File: src/logic/clock_control_pkg.sv
// constants and types shared by the clock control block and its leaves
// assumes a single 100 MHz reference clock and a 32-bit avalon-mm host
`default_nettype none
package clock_control_pkg;
  localparam int CLK_PERIOD_NS = 10;
  // start-up timing, times in their own unit, counts derived (rounded up)
  localparam int BOOT_BASE_CK = 14;
  localparam int WAKE_CK = 6;
  localparam int FAST_RISE_TIME_NS = 4100000;
  localparam int SLOW_RISE_TIME_NS = 65000000;
  localparam int FAST_RISE_CYCLES =
    (FAST_RISE_TIME_NS + CLK_PERIOD_NS - 1) / CLK_PERIOD_NS;
  localparam int SLOW_RISE_CYCLES =
    (SLOW_RISE_TIME_NS + CLK_PERIOD_NS - 1) / CLK_PERIOD_NS;
  localparam int BOOT_CNT_W = 24;
  // start-up field encodings
  localparam logic [1:0] STARTUP_BOD = 2'h0;
  localparam logic [1:0] STARTUP_FAST = 2'h1;
  localparam logic [1:0] STARTUP_SLOW = 2'h2;
  // prescaler
  localparam int DIV_SEL_W = 4;
  localparam int DIV_CNT_W = 8;
  localparam logic [3:0] DIV_SEL_DEFAULT = 4'h0;
  localparam logic [3:0] DIV_SEL_MAX = 4'h8;
  // register byte offsets
  localparam logic [3:0] ADDR_DIVISION = 4'h0;
  localparam logic [3:0] ADDR_TIMER_STATUS = 4'h4;
  localparam logic [3:0] ADDR_STATUS = 4'h8;
  // field positions
  localparam int TMR_ENABLE_BIT = 0;
  localparam int TMR_EXT_CLK_BIT = 1;
  localparam int TMR_ACTIVE_BIT = 2;
  localparam int ST_STATE_LSB = 0;
  localparam int ST_DONE_BIT = 2;
  localparam int ST_DIV_LSB = 4;
  localparam int ST_INBUF_BIT = 8;
  localparam int ST_FIELD_LSB = 9;
  // sleep modes
  localparam logic [1:0] SLEEP_IDLE = 2'h0;
  localparam logic [1:0] SLEEP_ADC_QUIET = 2'h1;
  localparam logic [1:0] SLEEP_DEEP = 2'h2;
  typedef enum logic [1:0] {
    ST_BOOT = 2'h0,
    ST_RUN = 2'h1,
    ST_SLEEP = 2'h3,
    ST_WAKE = 2'h2
  } clk_state_type;
endpackage : clock_control_pkg
`default_nettype wire

File: src/logic/pin_synchronizer.sv
// three-stage synchroniser with agreement filter and rising-edge pulse
// assumes the input is asynchronous to ref_clk
`default_nettype none
module pin_synchronizer (
  input wire logic ref_clk,
  input wire logic nrst,
  input wire logic pin_in,
  output logic level,
  output logic rise
);
  logic s1_reg, s2_reg, s3_reg, level_reg, rise_reg;
  wire agree = (s2_reg == s3_reg);
  always_ff @(posedge ref_clk or negedge nrst) begin
    if (!nrst) begin
      s1_reg <= 1'b0;
      s2_reg <= 1'b0;
      s3_reg <= 1'b0;
      level_reg <= 1'b0;
      rise_reg <= 1'b0;
    end else begin
      s1_reg <= pin_in;
      s2_reg <= s1_reg;
      s3_reg <= s2_reg;
      if (agree) begin
        level_reg <= s3_reg;
      end
      rise_reg <= agree && s3_reg && !level_reg;
    end
  end
  assign level = level_reg;
  assign rise = rise_reg;
endmodule : pin_synchronizer
`default_nettype wire

File: src/logic/clock_divider.sv
// power-of-two prescaler producing a tick enable and a square divided clock
// assumes sel_req is stable between ticks of the reference domain
`default_nettype none
module clock_divider #(
  parameter int SEL_W = clock_control_pkg::DIV_SEL_W,
  parameter int CNT_W = clock_control_pkg::DIV_CNT_W
) (
  input wire logic ref_clk,
  input wire logic nrst,
  input wire logic [SEL_W-1:0] sel_req,
  output logic tick,
  output logic div_clk,
  output logic [SEL_W-1:0] active_sel
);
  import clock_control_pkg::*;
  function automatic logic [CNT_W:0] period_of(input logic [SEL_W-1:0] s);
    period_of = (CNT_W+1)'(1) << s;
  endfunction : period_of
  logic [CNT_W-1:0] cnt_reg, cnt_next;
  logic [SEL_W-1:0] sel_reg;
  logic div_clk_reg, div_clk_next;
  logic [CNT_W-1:0] gap_reg;
  wire [CNT_W:0] period = period_of(sel_reg);
  wire [CNT_W:0] cnt_wide = {1'b0, cnt_reg};
  wire last = (cnt_wide == period - (CNT_W+1)'(1));
  wire fall_point = (cnt_wide + (CNT_W+1)'(1) == (period >> 1));
  // new setting only taken at a period boundary: no runt, no fast period
  assign cnt_next = last ? '0 : cnt_reg + CNT_W'(1);
  assign div_clk_next = last ? 1'b1 : (fall_point ? 1'b0 : div_clk_reg);
  always_ff @(posedge ref_clk or negedge nrst) begin
    if (!nrst) begin
      cnt_reg <= '0;
      sel_reg <= DIV_SEL_DEFAULT;
      div_clk_reg <= 1'b1;
    end else begin
      cnt_reg <= cnt_next;
      div_clk_reg <= div_clk_next;
      if (last) begin
        sel_reg <= sel_req;
      end
    end
  end
  always_ff @(posedge ref_clk or negedge nrst) begin
    if (!nrst) begin
      gap_reg <= '0;
    end else begin
      gap_reg <= tick ? '0 : gap_reg + CNT_W'(1);
    end
  end
  assign tick = last;
  assign div_clk = div_clk_reg;
  assign active_sel = sel_reg;
  property p_period_len;
    @(posedge ref_clk) disable iff (!nrst)
    tick |-> ({1'b0, gap_reg} + (CNT_W+1)'(1) == period);
  endproperty
  a_period_len: assert property (p_period_len)
    else $error("divided period differs from its active setting");
  property p_high_after_tick;
    @(posedge ref_clk) disable iff (!nrst)
    (tick && period > (CNT_W+1)'(1)) |=> div_clk ##1 ($past(div_clk) == 1'b1);
  endproperty
  a_high_after_tick: assert property (p_high_after_tick)
    else $error("divided clock not high at start of period");
endmodule : clock_divider
`default_nettype wire

File: src/logic/system_clock_startup_prescaler.sv
// system clock control: start-up delay, prescaler, clock out, timer osc
// assumes an avalon-mm host on ref_clk and fuse-like straps held steady
//
// Added by the designer: the register addresses and the Avalon-MM register port.
`default_nettype none
module system_clock_startup_prescaler #(
  parameter int FAST_RISE_CK = clock_control_pkg::FAST_RISE_CYCLES,
  parameter int SLOW_RISE_CK = clock_control_pkg::SLOW_RISE_CYCLES
) (
  input wire logic ref_clk,
  input wire logic nrst,
  input wire logic [3:0] avs_address,
  input wire logic avs_read,
  input wire logic avs_write,
  input wire logic [31:0] avs_writedata,
  input wire logic [3:0] avs_byteenable,
  output logic [31:0] avs_readdata,
  output logic avs_waitrequest,
  input wire logic [1:0] startup_time_field,
  input wire logic clock_output_option,
  input wire logic rc_osc_selected,
  input wire logic sleep_enter,
  input wire logic [1:0] sleep_mode,
  input wire logic wake_event,
  output logic cpu_clk_en,
  output logic io_clk_en,
  output logic adc_clk_en,
  output logic flash_clk_en,
  input wire logic port_pin_out,
  input wire logic port_pin_oe,
  output logic clock_output_pin,
  output logic clock_output_pin_oe,
  input wire logic timer_osc_input_pin,
  output logic timer_osc_enable,
  output logic crystal_amp_enable,
  output logic timer_clock_tick,
  output logic input_buffer_disable,
  output logic startup_done
);
  import clock_control_pkg::*;

  localparam logic [BOOT_CNT_W-1:0] BOOT_BOD_LOAD =
    BOOT_CNT_W'(BOOT_BASE_CK - 1);
  localparam logic [BOOT_CNT_W-1:0] BOOT_FAST_LOAD =
    BOOT_CNT_W'(BOOT_BASE_CK + FAST_RISE_CK - 1);
  localparam logic [BOOT_CNT_W-1:0] BOOT_SLOW_LOAD =
    BOOT_CNT_W'(BOOT_BASE_CK + SLOW_RISE_CK - 1);
  localparam logic [BOOT_CNT_W-1:0] WAKE_LOAD = BOOT_CNT_W'(WAKE_CK - 1);

  function automatic logic [BOOT_CNT_W-1:0] boot_load(input logic [1:0] f);
    case (f)
      STARTUP_BOD: boot_load = BOOT_BOD_LOAD;
      STARTUP_FAST: boot_load = BOOT_FAST_LOAD;
      default: boot_load = BOOT_SLOW_LOAD;
    endcase
  endfunction : boot_load

  clk_state_type state_reg, state_next;
  logic [BOOT_CNT_W-1:0] cnt_reg, cnt_next;
  logic captured_reg;
  logic [1:0] field_reg;
  logic [1:0] mode_reg;
  logic [DIV_SEL_W-1:0] div_sel_reg;
  logic tmr_enable_reg;
  logic ext_clk_reg;
  logic ack_reg;
  logic [31:0] readdata_reg;

  logic tick;
  logic div_clk;
  logic [DIV_SEL_W-1:0] active_sel;
  logic tmr_level;
  logic tmr_rise;

  // ---------------- bus slave ----------------
  wire access = avs_read || avs_write;
  wire hit_div = (avs_address == ADDR_DIVISION);
  wire hit_tmr = (avs_address == ADDR_TIMER_STATUS);
  wire hit_status = (avs_address == ADDR_STATUS);
  // writes commit on the edge that ends the wait state, as the host sees it
  wire wr_take = avs_write && ack_reg;
  wire lane0 = avs_byteenable[0];
  wire lane1 = avs_byteenable[1];
  // the cpu is frozen during boot, so prescaler writes are refused then
  wire div_wr_ok = wr_take && hit_div && lane0 && (state_reg != ST_BOOT) &&
    (avs_writedata[3:0] <= DIV_SEL_MAX);
  wire tmr_wr = wr_take && hit_tmr && lane0;

  wire [31:0] div_word = {28'h0, div_sel_reg};
  wire [31:0] tmr_word = {29'h0, timer_osc_enable, ext_clk_reg,
    tmr_enable_reg};
  wire [31:0] status_word = {21'h0, field_reg, input_buffer_disable,
    active_sel, 1'b0, startup_done, state_reg};
  wire [31:0] rd_word = hit_div ? div_word :
    hit_tmr ? tmr_word :
    hit_status ? status_word : 32'h0;
  wire [31:0] rd_masked = {avs_byteenable[3] ? rd_word[31:24] : 8'h0,
    avs_byteenable[2] ? rd_word[23:16] : 8'h0,
    lane1 ? rd_word[15:8] : 8'h0,
    lane0 ? rd_word[7:0] : 8'h0};

  // one wait state on every access
  assign avs_waitrequest = access && !ack_reg;

  always_ff @(posedge ref_clk or negedge nrst) begin
    if (!nrst) begin
      ack_reg <= 1'b0;
      readdata_reg <= 32'h0;
    end else begin
      ack_reg <= access && !ack_reg;
      if (avs_read && !ack_reg) begin
        readdata_reg <= rd_masked;
      end
    end
  end
  assign avs_readdata = readdata_reg;

  always_ff @(posedge ref_clk or negedge nrst) begin
    if (!nrst) begin
      div_sel_reg <= DIV_SEL_DEFAULT;
      tmr_enable_reg <= 1'b0;
      ext_clk_reg <= 1'b0;
    end else begin
      if (div_wr_ok) begin
        div_sel_reg <= avs_writedata[3:0];
      end
      if (tmr_wr) begin
        tmr_enable_reg <= avs_writedata[TMR_ENABLE_BIT];
        ext_clk_reg <= avs_writedata[TMR_EXT_CLK_BIT];
      end
    end
  end

  // ---------------- start-up and sleep sequencer ----------------
  wire cnt_zero = (cnt_reg == '0);
  wire deep_mode = (mode_reg == SLEEP_DEEP) || (mode_reg == 2'h3);

  always_comb begin
    state_next = state_reg;
    cnt_next = cnt_reg;
    case (state_reg)
      ST_BOOT: begin
        if (!captured_reg) begin
          cnt_next = boot_load(startup_time_field);
        end else if (cnt_zero) begin
          state_next = ST_RUN;
        end else begin
          cnt_next = cnt_reg - BOOT_CNT_W'(1);
        end
      end
      ST_RUN: begin
        if (sleep_enter) begin
          state_next = ST_SLEEP;
        end
      end
      ST_SLEEP: begin
        if (wake_event) begin
          if (deep_mode) begin
            state_next = ST_WAKE;
            cnt_next = WAKE_LOAD;
          end else begin
            state_next = ST_RUN;
          end
        end
      end
      ST_WAKE: begin
        if (cnt_zero) begin
          state_next = ST_RUN;
        end else begin
          cnt_next = cnt_reg - BOOT_CNT_W'(1);
        end
      end
      default: begin
        state_next = ST_BOOT;
      end
    endcase
  end

  always_ff @(posedge ref_clk or negedge nrst) begin
    if (!nrst) begin
      state_reg <= ST_BOOT;
      cnt_reg <= '0;
      captured_reg <= 1'b0;
      field_reg <= STARTUP_BOD;
      mode_reg <= SLEEP_IDLE;
    end else begin
      state_reg <= state_next;
      cnt_reg <= cnt_next;
      captured_reg <= 1'b1;
      // strap caught on the first edge after reset release
      if (!captured_reg) begin
        field_reg <= startup_time_field;
      end
      if (state_reg == ST_RUN && sleep_enter) begin
        mode_reg <= sleep_mode;
      end
    end
  end
  assign startup_done = (state_reg != ST_BOOT);

  // ---------------- prescaler and clock enables ----------------
  clock_divider #(
    .SEL_W(DIV_SEL_W),
    .CNT_W(DIV_CNT_W)
  ) u_divider (
    .ref_clk(ref_clk),
    .nrst(nrst),
    .sel_req(div_sel_reg),
    .tick(tick),
    .div_clk(div_clk),
    .active_sel(active_sel)
  );

  wire running = (state_reg == ST_RUN);
  wire sleeping = (state_reg == ST_SLEEP);
  wire io_on = running || (sleeping && mode_reg == SLEEP_IDLE);
  wire adc_on = running || (sleeping && !deep_mode);
  assign cpu_clk_en = tick && running;
  assign flash_clk_en = tick && running;
  assign io_clk_en = tick && io_on;
  assign adc_clk_en = tick && adc_on;
  assign input_buffer_disable = !io_on && !adc_on && sleeping;

  // ---------------- clock output pin ----------------
  // divide by one cannot be rebuilt from flops, so the reference itself
  // goes out; during reset the prescaler is at its divide-by-one default
  wire undivided = !nrst || (active_sel == DIV_SEL_DEFAULT);
  wire sys_clk_view = undivided ? ref_clk : div_clk;
  assign clock_output_pin = clock_output_option ? sys_clk_view :
    port_pin_out;
  assign clock_output_pin_oe = clock_output_option || port_pin_oe;

  // ---------------- timer oscillator ----------------
  assign timer_osc_enable = tmr_enable_reg && rc_osc_selected;
  assign crystal_amp_enable = timer_osc_enable && !ext_clk_reg;

  pin_synchronizer u_tmr_sync (
    .ref_clk(ref_clk),
    .nrst(nrst),
    .pin_in(timer_osc_input_pin),
    .level(tmr_level),
    .rise(tmr_rise)
  );
  // limitation: the timer input is only usable well below ref_clk / 4
  assign timer_clock_tick = tmr_rise && timer_osc_enable;

  // ---------------- checks ----------------
  logic [BOOT_CNT_W-1:0] elapsed_reg;
  always_ff @(posedge ref_clk or negedge nrst) begin
    if (!nrst) begin
      elapsed_reg <= '0;
    end else if (state_reg == ST_BOOT && captured_reg) begin
      elapsed_reg <= elapsed_reg + BOOT_CNT_W'(1);
    end
  end
  wire boot_leaving = (state_reg == ST_BOOT) && captured_reg && cnt_zero;

  property p_boot_bod;
    @(posedge ref_clk) disable iff (!nrst)
    (boot_leaving && field_reg == STARTUP_BOD) |->
      (elapsed_reg == BOOT_BOD_LOAD) ##1 startup_done;
  endproperty
  a_boot_bod: assert property (p_boot_bod)
    else $error("boot delay wrong for field 00");

  property p_boot_long;
    @(posedge ref_clk) disable iff (!nrst)
    (boot_leaving && field_reg != STARTUP_BOD) |->
      (elapsed_reg == boot_load(field_reg));
  endproperty
  a_boot_long: assert property (p_boot_long)
    else $error("boot delay wrong for long start-up field");

  property p_wake_len;
    @(posedge ref_clk) disable iff (!nrst)
    $rose(state_reg == ST_WAKE) |->
      (state_reg == ST_WAKE) [*6] ##1 (state_reg == ST_RUN);
  endproperty
  a_wake_len: assert property (p_wake_len)
    else $error("deep sleep wake delay is not six cycles");

  property p_clkout_drive;
    @(posedge ref_clk)
    clock_output_option |-> clock_output_pin_oe;
  endproperty
  a_clkout_drive: assert property (p_clkout_drive)
    else $error("clock output pin not driven");

  property p_clkout_divided;
    @(posedge ref_clk) disable iff (!nrst)
    (clock_output_option && active_sel != DIV_SEL_DEFAULT) |->
      (clock_output_pin == div_clk);
  endproperty
  a_clkout_divided: assert property (p_clkout_divided)
    else $error("clock output does not carry divided clock");

  property p_timer_rc_only;
    @(posedge ref_clk) disable iff (!nrst)
    !rc_osc_selected |-> !timer_osc_enable && !timer_clock_tick;
  endproperty
  a_timer_rc_only: assert property (p_timer_rc_only)
    else $error("timer oscillator active without internal rc");

  property p_ext_select;
    @(posedge ref_clk) disable iff (!nrst)
    crystal_amp_enable |-> !ext_clk_reg && tmr_enable_reg;
  endproperty
  a_ext_select: assert property (p_ext_select)
    else $error("crystal amplifier on in external clock mode");

  property p_enables_tied;
    @(posedge ref_clk) disable iff (!nrst)
    running |-> (cpu_clk_en == tick) && (io_clk_en == tick) &&
      (adc_clk_en == tick) && (flash_clk_en == tick);
  endproperty
  a_enables_tied: assert property (p_enables_tied)
    else $error("derived clock enables disagree while running");

  property p_inbuf_off;
    @(posedge ref_clk) disable iff (!nrst)
    (sleeping && deep_mode) |->
      input_buffer_disable && !io_clk_en && !adc_clk_en;
  endproperty
  a_inbuf_off: assert property (p_inbuf_off)
    else $error("input buffers enabled with io and adc stopped");

  property p_default_div;
    @(posedge ref_clk) disable iff (!nrst)
    (state_reg == ST_BOOT) |-> (div_sel_reg == DIV_SEL_DEFAULT);
  endproperty
  a_default_div: assert property (p_default_div)
    else $error("prescaler not at default during boot");
endmodule : system_clock_startup_prescaler
`default_nettype wire

File: config.mk
export PLATFORM = sky130hd
export DESIGN_NAME = system_clock_startup_prescaler
export DESIGN_NICKNAME = d
export VERILOG_FILES = /design/src/logic/clock_control_pkg.sv /design/src/logic/pin_synchronizer.sv /design/src/logic/clock_divider.sv /design/src/logic/system_clock_startup_prescaler.sv
export SDC_FILE = /design/constraint.sdc
export NUM_CORES = 1
export LEC_CHECK = 0
export BUFFER_PORTS_ARGS = -buffer_cell sky130_fd_sc_hd__clkbuf_2
export CORE_MARGIN = 3
export CORE_UTILIZATION = 50
export CTS_CLUSTER_SIZE = 40
export DETAILED_ROUTE_END_ITERATION = 12
export PLACE_DENSITY = 0.89
export SYNTH_ARGS = -nofsm -noshare
export SYNTH_HDL_FRONTEND = slang
export SYNTH_HIERARCHICAL = 1
export SYNTH_SLANG_ARGS = --single-unit
File: constraint.sdc
create_clock -name ref_clk -period 3.3 [get_ports ref_clk]
set_clock_uncertainty 0.1 [all_clocks]
set_input_delay 0.66 -clock ref_clk [delete_from_list [all_inputs] [get_ports ref_clk]]
set_output_delay 0.66 -clock ref_clk [all_outputs]
set_load 0.05 [all_outputs]
==> results.md <==
- Die Area: 9870 um2
- Setup Crit Path Kind: flop to output pin
- Tmin final: 3820 ps
- Main area contributors after synthesis: dfrtp_1 38%, buf_4 4.0%, nor2_1 3.8%, nand2_1 3.7%, o21ai_0 3.2%
- Failing checks: negative setup slack
- # rows: 33
- DP Area: 4740 um2
- Post-synthesis register bit count: 67
- Biggest area consumer among synthesized cells: dfrtp_1
- Core area: 8340 um2
- RD Place Congestion: 0.958
- Synth Flop Type: dfrtp_1
- Period utilization: 116%
- Routed len/inst: 18.0 um
- Synth unique cells: 72
- Initial DRC count: 350
- Worst skew pair latency: 460 ps
- Initial Util: 52.3%
- Status: finished with violations
- CP max FO: 13
- Commonest non-fill, non-tap cell in the layout: dfrtp_1
- DRC violations left: 0
- PnR worst setup slack: -516 ps
- Maximum clock frequency: 262 MHz
- Grt total ovfl: 0
- ANT cells: 0
- Leakage power: 0.00225 uW
- Final setup fails: 4
- Number of antenna violations at the first check in global routing: 0
- Nets: 597
- Layer with the highest usage: met2
- RSZ-0062 raised after global routing: true
- Hold_buf cts: 0
- Share of cells above drive strength 1: 23.4%
- Final Max Slew Viols: 0
- DP Wirelength: 7980 um
- Area growth syn-to-layout: 15.7%
- Routed Antenna Nets: 0
- Worst Path Required: 2540 ps
- Die height: 99.4 um
- Sequential area share after synthesis: 38.5%
- Cell Area, Synth: 4360 um2
- Largest net degree at the start of global routing: 68
- Vias post-DR: 4120
- Routing usage on met1: 28.7%
- Setup crit start kind: flop
- Ports: 99
- Final wirelength: 11600 um
- Via density: 6.37
- Finished Core Util: 60.5%
- Synth top area share: 37.9%
- Grt met2 use: 39.2%
- Number of synthesized flops with an enable pin: 0
- Drt pass-1 iters: 6
- Worst path arrival time: 3060 ps
- VDD IR-drop max: 0.000462 V
- Die Width: 99.4 um
- CP endpoint kind: output pin
- Cells after synthesis: 480
- PD cells: 833 nW/um2
- Yosys Warn Count: 6
- Met3 Usage GRT: 7.50%
- Tot GR Track Use: 23.9%
- Clock slew at reported path FFs: 80 ps
- FILL cells: 648
- Rel. slew slack: 43.4%
- Slew @ Worst Pin: 849 ps
- First-pass GRT wire length: 18800 um
- Mean post-synth cell area: 9.08 um2
- Vias in the first global route: 4006
- Async set-reset flop share out of synthesis: 100%
- Max reg flops: 24
- Worst min-delay path category: input pin to flop
- Commonest cells after routing, fill and taps aside: 66 x dfrtp_1, 44 x nor2_1, 42 x nand2_1, 42 x clkbuf_2, 28 x o21ai_0
- CTS tree: done
- Final Hold Viols: 0
- Number of port buffers: 47
- Max cap viols: 0
- Fin area: 5040 um2
kinds of logic (layout without fill, tap and decap cells):
kind of cell             Yosys count  in the layout  share of synthesized area [%]
other                              2             22                          0.172
adder cells (fa/ha/maj)            5              5                           1.44
multiplexers                      20             20                           5.17
XOR/XNOR                          16             16                           3.21
flip-flops                        67             67                           38.5
AO/OA/AOI/OAI                    112            112                           18.4
buffers and inverters             54             96                           7.38
AND/OR/NAND/NOR                  204            204                           25.8
repair_timing:
item                                    4_1_cts  5_1_grt
pin swaps                                     7        3
gates resized for setup                       4        3
setup buffers                                 0        1
endpoints found under the setup margin        4        4
cell type report:
class                      count  area [um2]  share of cell area, %
multi-input combinational    379        2490                   49.4
sequential                    67        1680                   33.3
timing repair buffer          67         440                   8.73
clock buffer                  13         170                   3.37
tap                          105         131                   2.60
clock inverter                 7         100                   1.98
inverter                       9        33.8                  0.670
Yosys cell counts, types with 3 or more instances:
cell type / number
o31a_1: 3
o311ai_0: 5
mux2_2: 9
or4_1: 5
nand4_1: 6
and3_1: 8
nand4b_1: 4
a211oi_1: 5
nand3b_1: 3
buf_4: 23
and4_1: 6
dfrtp_1: 66
nor4_1: 10
inv_1: 9
o21ai_0: 28
o211ai_1: 7
mux2_1: 3
xnor2_1: 11
nor2b_1: 7
nand2b_1: 8
or3_1: 4
nand3_1: 18
or2_2: 6
and2_1: 4
clkbuf_1: 10
xor2_1: 5
o21ai_1: 4
nand2_1: 43
mux2i_1: 6
buf_2: 8
o22ai_1: 3
a21oi_1: 16
nor2_1: 44
buf_6: 3
nor3_1: 13
ha_1: 5
a31oi_1: 10
a21o_1: 3
a22o_1: 6
critical path, stage by stage (launching register included):
cell and delay [ps]:
dfrtp_1 390, buf_4 140, buf_4 170, or2_1 300, nor4_1 380, a31oi_1 130, nor4b_2 300, and4_4 260
nand2_2 70, a21oi_4 150, and2_4 160, clkbuf_16 150
metrics by stage:
step | power, uW | setup slack, ps | setup TNS [ps] | hold slack (ps) | std cells
2_1_floorplan | 2770 | -379 | -744 | 231 | 500
3_3_place_gp | 3100 | -3.69 | -3.69 | 235 | 627
3_5_place_dp | 3210 | -98.6 | -98.6 | 249 | 627
4_1_cts | 4120 | -462 | -1590 | 201 | 646
5_1_grt | 4450 | -624 | -2190 | 188 | 647
6_report | 4200 | -516 | -1790 | 213 | 647
layer usage:
layer / up-vias / wire length, um
li1: 1856 / -
met1: 1973 / 4490
met2: 257 / 5810
met3: 34 / 1080
met4: 0 / 259
met5: - / 0
report_power, final:
group          internal (uW)  switching, uW
registers               1020            287
logic                    843           1130
clock network            523            405
total                   2390           1820
path summary, 6_finish.rpt:
| path | start | end | slack [ps] | depth (start not counted) |
|---|---|---|---|---|
| worst max register to register | u_divider/active_sel[1]$_DFFE_PN0N_ | u_divider/active_sel[1]$_DFFE_PN0N_ | 180 | 10 |
| min in group asynchronous | nrst | avs_readdata[7]$_DFFE_PN0P_ | 290 | 2 |
| worst min register to register | u_tmr_sync/s1_reg$_DFF_PN0_ | u_tmr_sync/s2_reg$_DFF_PN0_ | 260 | 0 |
| max in group asynchronous | nrst | cnt_reg[23]$_DFFE_PN0P_ | 2230 | 2 |
| worst max-delay path | u_divider/active_sel[2]$_DFFE_PN0N_ | io_clk_en | -520 | 11 |
| worst min-delay path | timer_osc_input_pin | u_tmr_sync/s1_reg$_DFF_PN0_ | 210 | 1 |
Note: power is estimated with default switching activity, not from simulation.
